--- src/uirq_regs.svh ---
// Register map, field positions and levels for the UART interrupt block
// Summary of operation
// - Mask bit 7 set: interrupt on each CTS rise from 0 to 1.
// - Mask bit 6 set: interrupt on each RTS rise from 0 to 1.
// - Mask bit 5 enables the received Xoff character interrupt.
// - Mask bit 4 enables sleep mode; it resets to disabled.
// - Mask bit 3 gates the modem status change interrupt.
// - Mask bit 2 gates line status interrupt raised on each received character.
// - Mask bit 1 gates transmitter-empty interrupt while holding register is empty.
// - Mask bit 0 gates receiver-ready interrupt; all mask bits reset to 0.
// - FIFO mode: receive interrupt while occupancy at or above trigger level.
// - Source register shows trigger condition; clears with interrupt below level.
// - Data-ready sets when a character enters FIFO, clears when FIFO empty.
// - Line status bits 1 to 4 report receive error kinds.
// - Line status bit 5 reads 1 when transmit FIFO is empty.
// - Line status bit 6 is 1 when transmit FIFO and shifter empty.
// - Line status bit 7 flags an error among data held in receive FIFO.
// - DMA mode 0: transmit request low while holding register has room.
// - DMA mode 0: receive request low while a character is held.
// - DMA mode 1: transmit interrupt while FIFO below transmit trigger level.
// - DMA mode 1: receive interrupt at trigger; FIFO keeps filling until full.
// - DMA mode 1: receive request stays low while fill above trigger level.
// - Receive trigger codes 00,01,10,11 select 8,16,24,28 bytes.
// - Transmit trigger codes 00 and 01 select 16 and 8 bytes.
`ifndef UIRQ_REGS_SVH
`define UIRQ_REGS_SVH

`define UIRQ_ADDR_W 12
`define UIRQ_OFF_MASK 12'h000
`define UIRQ_OFF_FCTL 12'h004
`define UIRQ_OFF_SRC 12'h008
`define UIRQ_OFF_LSTAT 12'h00c

`define UIRQ_MASK_RST 8'h00
`define UIRQ_FCTL_RST 8'h00
`define UIRQ_LSTAT_ERR_RST 4'h0

// Mask register bits
`define UIRQ_M_RX_DMA_REQUEST_N 0
`define UIRQ_M_THRE 1
`define UIRQ_M_LINE 2
`define UIRQ_M_MODEM 3
`define UIRQ_M_SLEEP 4
`define UIRQ_M_XOFF 5
`define UIRQ_M_RTS 6
`define UIRQ_M_CTS 7

// FIFO control bits
`define UIRQ_F_EN 0
`define UIRQ_F_RXRST 1
`define UIRQ_F_TXRST 2
`define UIRQ_F_DMA 3
`define UIRQ_F_TXT_LO 4
`define UIRQ_F_TXT_HI 5
`define UIRQ_F_RXT_LO 6
`define UIRQ_F_RXT_HI 7

// Line status bits
`define UIRQ_L_DR 0
`define UIRQ_L_ERR_LO 1
`define UIRQ_L_ERR_HI 4
`define UIRQ_L_TXFE 5
`define UIRQ_L_TEMT 6
`define UIRQ_L_FERR 7

`define UIRQ_CNT_W 6
`define UIRQ_DEPTH 6'd32
`define UIRQ_RXT_0 6'd8
`define UIRQ_RXT_1 6'd16
`define UIRQ_RXT_2 6'd24
`define UIRQ_RXT_3 6'd28
`define UIRQ_TXT_0 6'd16
`define UIRQ_TXT_1 6'd8
`define UIRQ_CNT_ZERO 6'd0

`endif

--- src/uirq_pkg.sv ---
// Types shared by the UART interrupt block
package uirq_pkg;

  typedef struct packed {
    logic [7:0] mask;
    logic [7:0] fctl;
    logic [3:0] err;
    logic line_pend;
    logic modem_pend;
    logic xoff_pend;
    logic rts_pend;
    logic cts_pend;
    logic cts_prev;
    logic rts_prev;
    logic rx_blk;
    logic rx_fifo_rst;
    logic tx_fifo_rst;
    logic irq;
    logic tx_req_n;
    logic rx_req_n;
    logic pready;
    logic pslverr;
    logic [31:0] prdata;
  } uirq_state_t;

  typedef enum logic [1:0] {
    UIRQ_DMA0 = 2'b01,
    UIRQ_DMA1 = 2'b10
  } uirq_dma_t;

endpackage

--- src/uirq_top.sv ---
// Interrupt mask, line status and DMA request logic of the UART
//
// Our own choices: the APB interface to the registers and the address map.
`timescale 1ns/100ps
`include "uirq_regs.svh"
module uirq_top
(
  input wire logic pclk,
  input wire logic presetn,
  input wire logic psel,
  input wire logic penable,
  input wire logic pwrite,
  input wire logic [`UIRQ_ADDR_W-1:0] paddr,
  input wire logic [31:0] pwdata,
  output logic [31:0] prdata,
  output logic pready,
  output logic pslverr,
  input wire logic cts_in,
  input wire logic rts_out_level,
  input wire logic xoff_received,
  input wire logic modem_change,
  input wire logic rx_char_load,
  input wire logic [3:0] rx_char_err,
  input wire logic rx_fifo_has_err,
  input wire logic rx_timeout,
  input wire logic [`UIRQ_CNT_W-1:0] rx_count,
  input wire logic [`UIRQ_CNT_W-1:0] tx_count,
  input wire logic tx_shift_empty,
  output logic irq,
  output logic sleep_en,
  output logic fifo_enable,
  output logic dma_mode,
  output logic rx_fifo_reset,
  output logic tx_fifo_reset,
  output logic tx_dma_request_n,
  output logic rx_dma_request_n
);
  import uirq_pkg::*;

  uirq_state_t st_r;
  uirq_state_t st_nxt;

  logic fifo_on;
  uirq_dma_t dma_sel;
  logic [`UIRQ_CNT_W-1:0] rx_trig;
  logic [`UIRQ_CNT_W-1:0] tx_trig;
  logic rx_level_hit;
  logic tx_below;
  logic rx_ready_src;
  logic thr_empty_src;
  logic [7:0] src_vec;
  logic [7:0] lstat;
  logic setup;
  logic access;
  logic [7:0] pend_vec;

  assign fifo_on = st_r.fctl[`UIRQ_F_EN];
  assign dma_sel = (fifo_on && st_r.fctl[`UIRQ_F_DMA]) ? UIRQ_DMA1 : UIRQ_DMA0;

  always_comb
  begin
    case (st_r.fctl[`UIRQ_F_RXT_HI:`UIRQ_F_RXT_LO])
      2'b00: rx_trig = `UIRQ_RXT_0;
      2'b01: rx_trig = `UIRQ_RXT_1;
      2'b10: rx_trig = `UIRQ_RXT_2;
      default: rx_trig = `UIRQ_RXT_3;
    endcase
    // Codes 10 and 11 are undefined; fall back to the reset level
    case (st_r.fctl[`UIRQ_F_TXT_HI:`UIRQ_F_TXT_LO])
      2'b01: tx_trig = `UIRQ_TXT_1;
      default: tx_trig = `UIRQ_TXT_0;
    endcase
  end

  assign rx_level_hit = rx_count >= rx_trig;
  assign tx_below = tx_count < tx_trig;

  // Level sources: they follow the FIFO counts, nothing to clear
  always_comb
  begin
    if (fifo_on)
      rx_ready_src = rx_level_hit || rx_timeout;
    else
      rx_ready_src = rx_count != `UIRQ_CNT_ZERO;
    if (dma_sel == UIRQ_DMA1)
      thr_empty_src = tx_below;
    else
      thr_empty_src = tx_count == `UIRQ_CNT_ZERO;
  end

  // Source register: one bit per pending event, trigger state in bit 0
  assign src_vec = {st_r.cts_pend, st_r.rts_pend, st_r.xoff_pend,
                    1'b0, st_r.modem_pend, st_r.line_pend,
                    thr_empty_src, rx_ready_src};

  assign lstat = {rx_fifo_has_err,
                  (tx_count == `UIRQ_CNT_ZERO) && tx_shift_empty,
                  tx_count == `UIRQ_CNT_ZERO,
                  st_r.err,
                  rx_count != `UIRQ_CNT_ZERO};

  assign pend_vec = src_vec;

  assign setup = psel && !penable;
  assign access = psel && penable && st_r.pready;

  always_comb
  begin
    st_nxt = st_r;
    st_nxt.cts_prev = cts_in;
    st_nxt.rts_prev = rts_out_level;
    st_nxt.rx_fifo_rst = 1'b0;
    st_nxt.tx_fifo_rst = 1'b0;

    // Zero wait states: answer is staged during the setup cycle
    st_nxt.pready = setup;
    st_nxt.pslverr = 1'b0;
    st_nxt.prdata = 32'h0000_0000;
    if (setup)
    begin
      case (paddr)
        `UIRQ_OFF_MASK: st_nxt.prdata = {24'h00_0000, st_r.mask};
        `UIRQ_OFF_FCTL: st_nxt.prdata = {24'h00_0000, st_r.fctl};
        `UIRQ_OFF_SRC: st_nxt.prdata = {24'h00_0000, src_vec};
        `UIRQ_OFF_LSTAT: st_nxt.prdata = {24'h00_0000, lstat};
        default: st_nxt.pslverr = 1'b1;
      endcase
    end

    // Read side effects first, so a same-cycle event wins below
    if (access && !pwrite)
    begin
      if (paddr == `UIRQ_OFF_SRC)
      begin
        st_nxt.cts_pend = 1'b0;
        st_nxt.rts_pend = 1'b0;
        st_nxt.xoff_pend = 1'b0;
        st_nxt.modem_pend = 1'b0;
      end
      if (paddr == `UIRQ_OFF_LSTAT)
      begin
        st_nxt.line_pend = 1'b0;
        st_nxt.err = `UIRQ_LSTAT_ERR_RST;
      end
    end

    if (access && pwrite)
    begin
      case (paddr)
        `UIRQ_OFF_MASK: st_nxt.mask = pwdata[7:0];
        `UIRQ_OFF_FCTL:
        begin
          // Other bits only take when the enable bit is written as 1
          if (pwdata[`UIRQ_F_EN])
          begin
            st_nxt.fctl = pwdata[7:0];
            st_nxt.fctl[`UIRQ_F_RXRST] = 1'b0;
            st_nxt.fctl[`UIRQ_F_TXRST] = 1'b0;
            st_nxt.rx_fifo_rst = pwdata[`UIRQ_F_RXRST];
            st_nxt.tx_fifo_rst = pwdata[`UIRQ_F_TXRST];
          end
          else
            st_nxt.fctl[`UIRQ_F_EN] = 1'b0;
        end
        // Read-only or unmapped: no effect, error staged in setup for unmapped only
        default: ;
      endcase
    end

    // Sticky events; set beats a clear in the same cycle
    if (cts_in && !st_r.cts_prev)
      st_nxt.cts_pend = 1'b1;
    if (rts_out_level && !st_r.rts_prev)
      st_nxt.rts_pend = 1'b1;
    if (xoff_received)
      st_nxt.xoff_pend = 1'b1;
    if (modem_change)
      st_nxt.modem_pend = 1'b1;
    if (rx_char_load)
    begin
      st_nxt.line_pend = 1'b1;
      st_nxt.err = st_nxt.err | rx_char_err;
    end

    st_nxt.irq = |(pend_vec & st_r.mask);

    // Block mode request latch: set at trigger, held until empty
    if (rx_count == `UIRQ_CNT_ZERO)
      st_nxt.rx_blk = 1'b0;
    else if (rx_level_hit || rx_timeout)
      st_nxt.rx_blk = 1'b1;

    case (dma_sel)
      UIRQ_DMA0:
      begin
        st_nxt.tx_req_n = tx_count != `UIRQ_CNT_ZERO;
        st_nxt.rx_req_n = rx_count == `UIRQ_CNT_ZERO;
      end
      UIRQ_DMA1:
      begin
        // Full FIFO is the only state with no room for the DMA
        st_nxt.tx_req_n = tx_count >= `UIRQ_DEPTH;
        st_nxt.rx_req_n = !(st_r.rx_blk || rx_level_hit);
      end
      default:
      begin
        st_nxt.tx_req_n = 1'b1;
        st_nxt.rx_req_n = 1'b1;
      end
    endcase
  end

  always_ff @(posedge pclk or negedge presetn)
  begin
    if (!presetn)
    begin
      st_r <= '0;
      st_r.mask <= `UIRQ_MASK_RST;
      st_r.fctl <= `UIRQ_FCTL_RST;
      st_r.tx_req_n <= 1'b1;
      st_r.rx_req_n <= 1'b1;
    end
    else
      st_r <= st_nxt;
  end

  assign prdata = st_r.prdata;
  assign pready = st_r.pready;
  assign pslverr = st_r.pslverr;
  assign irq = st_r.irq;
  assign sleep_en = st_r.mask[`UIRQ_M_SLEEP];
  assign fifo_enable = st_r.fctl[`UIRQ_F_EN];
  assign dma_mode = st_r.fctl[`UIRQ_F_DMA];
  assign rx_fifo_reset = st_r.rx_fifo_rst;
  assign tx_fifo_reset = st_r.tx_fifo_rst;
  assign tx_dma_request_n = st_r.tx_req_n;
  assign rx_dma_request_n = st_r.rx_req_n;
endmodule

--- config.mk ---
export PLATFORM = sky130hd
export DESIGN_NAME = uirq_top
export DESIGN_NICKNAME = d
export VERILOG_FILES = /design/src/uirq_pkg.sv /design/src/uirq_top.sv
export VERILOG_INCLUDE_DIRS = /design/src
export SDC_FILE = /design/constraint.sdc
export NUM_CORES = 1
export LEC_CHECK = 0
export BUFFER_PORTS_ARGS = -buffer_cell sky130_fd_sc_hd__buf_2
export CAP_MARGIN = 20
export CORE_MARGIN = 3
export CORE_UTILIZATION = 30
export CTS_CLUSTER_SIZE = 25
export DETAILED_ROUTE_END_ITERATION = 8
export SYNTH_ARGS = -nofsm -noshare
export SYNTH_HDL_FRONTEND = slang
export SYNTH_SLANG_ARGS = --single-unit
--- constraint.sdc ---
create_clock -name pclk -period 3.8 [get_ports pclk]
set_clock_uncertainty 0.2 [all_clocks]
set_input_delay 0.57 -clock pclk [delete_from_list [all_inputs] [get_ports pclk]]
set_output_delay 0.57 -clock pclk [all_outputs]
set_load 0.1 [all_outputs]
-- Yosys cells after proc, flatten, opt, wreduce, memory -nomap -nowiden
Index checks and enable logic that the tools add are counted.
- output and inout bits: 42
- bits in registers: 65
- reductions and logical operators: 43
- magnitude comparators: 3
- eq/ne operators: 8
- mux-type cells: 23
- bitwise logic cells: 2
- operators by type and width (operator ; number):
    2-to-1 mux 33 bit ; 1
    case mux 8 bit (4 select lines) ; 1
    equality test 12 x 4 -> 1 bit (second input constant) ; 2
    nonzero test 2 bit ; 11
    2-to-1 mux 5 bit ; 3
    case mux 5 bit (3 select lines) ; 1
    AND reduction 2 bit ; 7
    equality test 12 x 3 -> 1 bit (second input constant) ; 1
    logical NOT 12 bit ; 1
    logical NOT 6 bit ; 2
    nonzero test 6 bit ; 2
    2-to-1 mux 1 bit ; 10
    logical AND 1 bit ; 9
    2-to-1 mux 9 bit ; 1
    bitwise AND 8 bit ; 1
    2-to-1 mux 2 bit ; 4
    OR reduction 8 bit ; 1
    equality test 2 x 1 -> 1 bit (second input constant) ; 3
    greater-or-equal comparator 6 bit ; 1
    greater-or-equal comparator 6 bit (second input constant) ; 1
    less-than comparator 6 bit ; 1
    logical NOT 1 bit ; 5
    equality test 2 bit (second input constant) ; 2
    2-to-1 mux 4 bit ; 1
    6 further kinds ; 7

-- Longest topological paths before layout
- depth after elaboration: 7
- depth in mapped cells: 7
- depth with buffers taken out: 7

-- Worst setup path after synthesis
OpenSTA, ideal clock, no wires.
- path type: input-to-reg
- start: input paddr[1]
- end: register st_r (netlist bit sleep_en)
- arrival: 2.339 ns
- stages: 4
- data required time: 3.474 ns
- buffers on the path: 0
- library setup time: 0.126 ns
- path slack: 1.135 ns
- cell sequence: or4_1 or4b_4 nor3_4 mux2_2
- word-level cells in the longest chain between the ends: 2
- RTL lines (element ; line ; text):
    start: declaration ; uirq_top.sv:13 ; input wire logic [`UIRQ_ADDR_W-1:0] paddr,
    logical NOT 12 bit ; uirq_top.sv:149 ; case (paddr)
    AND reduction 2 bit (no line) ; -- ;
    end signal: assignment ; uirq_top.sv:224 ; st_r <= st_nxt;
    end: declaration ; uirq_top.sv:40 ; uirq_state_t st_r;
Every way passes these cells.
A chain may end at the register's enable or synchronous reset.

-- Worst setup path after layout
- start: input paddr[1]
- end: register st_r[66] in the netlist's numbering
Same word-level chain as after synthesis.

==> key figures <==
Outcome
  – Status: finished, final reports clean

Critical path
  – Worst R2R End: prdata[0]$_DFF_PN0_
  – CP Class: in2reg
  – Crit path cell chain: buf_2 -> or4_1 -> or4b_4 -> nor3_4 -> mux2_2
  – Crit-path max cell delay: approximately 0.59 ns
  – Crit-path max FO: 8
  – Required time of the critical path: about 3.8 ns
  – Worst R2R Path Depth: 6
  – Stages on the worst setup path: 5
  – Worst Path Buf+Inv: 1
  – Reg-to-reg slack, setup: between 1 and 1.5 ns
  – Crit path arrival time: about 2.6 ns
  – CP Launch Type: input pin
  – Critical path's slowest cell: or4b_4
  – Origin of the critical flop-to-flop path: st_r[58]$_DFFE_PN0P_
  – CP top delay family: simple AND/OR/NAND/NOR gates
  – CP endpoint kind: flip-flop

Drt
  – Wire per inst: 13.7 um
  – DR vias: between 1500 and 2000
  – Length of the first detailed-routing pass in iterations: 4
  – DRC errors left: 0
  – Final wirelength: around 4800 um
  – DRT iter0 DRCs: 79
  – Avg Vias per Cell: 4.40
  – DRT antenna net count: 0

Power and ir drop
  – Static Leak: roughly 0.0013 uW
  – Power density over the cells: between 300 and 400 nW/um^2
  – Net Sw Power: roughly 290 uW
  – Internal power: roughly 610 uW
  – Clk pwr share: 0.312
  – Worst vdd rail ir drop: roughly 0.10 mV
  – Sw Ratio: 0.318
  – Sequential share of power: 0.489
  – Comb power frac: 0.199

Timing
  – Final period util: 0.681
  – Final setup TNS: 0 ns
  – Slew Limit Fails: 0
  – Worst Tran Pin Value: between 0.8 and 0.9 ns
  – Hold Fails Final Rpt: 0
  – RSZ-0062 raised after global routing: false
  – Max Clock Freq: between 0.3 and 0.4 GHz
  – Rel. slew slack: 0.423
  – Tmin final: 2.59 ns
  – WHS: around 0.19 ns
  – Final Setup Violations: 0

Floorplan
  – Io pins: 115
  – Die width: 90.7 um
  – Core Footprint: 6870 um^2
  – Die Y: slightly above 90 um
  – Starting Density: 0.313
  – Die ar.: 8230 um^2
  – Rows: 30

Placed design
  – Area after DPL: approximately 2400 um^2
  – GP Congestion: roughly 0.77
  – DP HPWL: ~3900 um
  – Number of port buffers: 66
  – Cell Count Post-Placement: approximately 340

Final layout
  – # diodes: 0
  – Share of layout cells above drive strength 1: 0.382
  – Final Non-Filler Cells: 350
  – Final #Nets: roughly 330
  – Fin area: 2520 um^2
  – Layout area overhead: 17.1%
  – Layout Utilization: 0.367

Global routing
  – Total GRT Usage: 0.118
  – Grt ovf: 0
  – Initial antenna violation count: 0
  – Largest net degree at the start of global routing: 42
  – Vias in the first global route: between 1500 and 2000
  – First-pass GRT wire length: between 7000 and 8000 um

Clocking
  – Hold_buf cts: 0
  – Post-CTS setup buffer count: 0
  – TritonCTS Sinks: 41
  – Number of buffers created by CTS: 5
  – PostCTS Resize Cnt: 0
  – H-tree depth: 2
  – Skew-Pair Late Insertion Delay: approximately 0.29 ns
  – Root Driver: clkbuf_8
  – Max Buffers Root-to-Sink: 2
  – TritonCTS clock tree: done
  – Clk slew on worst S/H paths: 0.07 ns

Synthesis
  – Synthesized instance count: 194
  – Synth Cell Area: around 2200 um^2
  – Top FF cell, synth: dfrtp_1
  – Sequential-to-total area share from yosys stat: 0.478
  – Top cell type's share of synthesized area: 0.453
  – EDFF count, synth: 0
  – Async S/R FF share, synth: 1.00
  – Area leader, netlist: dfrtp_1
  – Mean Syn Cell Area: roughly 11 um^2
  – Most frequent cell after synthesis: dfrtp_1
  – #FFs+latches synth: 41
  – Post-synth top cells: dfrtp_1 (39), buf_4 (32), nor2_1 (16), mux2_2 (14), nand2_1 (9)
  – Area contributors post-synth: dfrtp_1 (45%), buf_4 (11%), mux2_2 (7.3%)
  – Ys Warns: 0
  – Yosys cell types: a little over 40

Min path
  – Hold Crit Class: in2async

Run
  – Max_cap viols: 0
-- logic make-up (layout without fill, tap and decap cells) --
| group | Yosys count | after routing | share of synthesized area |
|---|---|---|---|
| other | 1 | 24 | 0.00174 |
| buffers and inverters | 40 | 77 | 0.126 |
| xor gates and xnor gates | 1 | 1 | 0.00407 |
| and+or+nand+nor | 62 | 62 | 0.164 |
| adders and majority gates | 4 | 4 | 0.0232 |
| muxes | 18 | 18 | 0.109 |
| DFF | 41 | 41 | 0.478 |
| AOI/OAI and AO/OA | 27 | 27 | 0.0947 |
-- stage by stage --
stage | setup WS (ns) | total power (uW)
after floorplan | 1.14 | 604
after global placement | 0.891 | 627
after detailed placement | 0.895 | 628
after CTS | 1.20 | 908
after global routing | 1.14 | 933
final | 1.21 | 899
-- how the worst max path moves through the flow --
stage,from,to,slack [ns]
after floorplan,paddr[1],sleep_en$_DFFE_PN0P_,1.14
after global routing,paddr[1],st_r[65]$_DFFE_PN0P_,1.14
after global placement,paddr[1],st_r[61]$_DFFE_PN0P_,0.89
after detailed placement,paddr[1],st_r[66]$_DFFE_PN0P_,0.90
after CTS,paddr[1],st_r[66]$_DFFE_PN0P_,1.20
final,paddr[1],st_r[66]$_DFFE_PN0P_,1.21
-- registers in the layout, summed over array words and instances, names as in the netlist, 4 cells and up --
name and count:
lstat 4, prdata 8, pend_vec 5, st_r 14
-- worst register-to-register path: stages, from the launching register on --
cell      delay (ns)
dfrtp_1         0.42
and2_1          0.18
ha_1            0.26
or3b_2          0.43
a22oi_1         0.39
nor2_1          0.10
a221oi_1        0.29
-- placed cells by master, fill, tap and decap left out, drive strengths merged --
| cell type | instances |
|---|---|
| buf | 66 |
| dfrtp | 39 |
| conb | 24 |
| nor2 | 17 |
| mux2 | 14 |
| nand2 | 9 |
| nor2b | 7 |
| clkbuf | 7 |
| a22o | 6 |
| nor3 | 5 |
| inv | 4 |
| o21ai | 4 |
| a22oi | 4 |
| a21o | 4 |
| ha | 4 |
| and2 | 3 |
| and3 | 3 |
| or4 | 3 |
| mux4 | 3 |
| nand3 | 3 |
| nor4b | 2 |
| or3b | 2 |
| a31oi | 2 |
| a211oi | 2 |
| and4 | 2 |
| nand2b | 2 |
| dfstp | 2 |
| o31ai | 1 |
| or2 | 1 |
| nor4 | 1 |
| xor2 | 1 |
| a221oi | 1 |
| mux2i | 1 |
| a222oi | 1 |
| o221ai | 1 |
| a2111oi | 1 |
| nand4 | 1 |
| or4b | 1 |
-- final cells by class --
type,instances,area [um^2]
Fill cell,705,4350
Timing Repair Buffer,66,330
Multi-Input combinational cell,136,941
Clock buffer,7,86.3
Tap cell,96,120
Inverter,4,15.0
Sequential cell,41,1030
-- metal layers --
metal,part of all wire,vias up,GRT usage
met2,0.49,61,0.193
met1,0.43,718,0.148
met5,0,-,0
met3,0.075,8,0.0375
li1,-,754,-
met4,0.012,0,0.0344
-- power groups by stage --
| stage | registers (uW) | clock network [uW] | logic, uW |
|---|---|---|---|
| CTS | 440 | 289 | 180 |
| finish | 440 | 281 | 179 |
| detailed placement | 448 | 0 | 179 |
| floorplan | 458 | 0 | 146 |
| global placement | 448 | 0 | 179 |
| global route | 440 | 303 | 189 |
No activity file was read; power rests on OpenSTA's default activity.
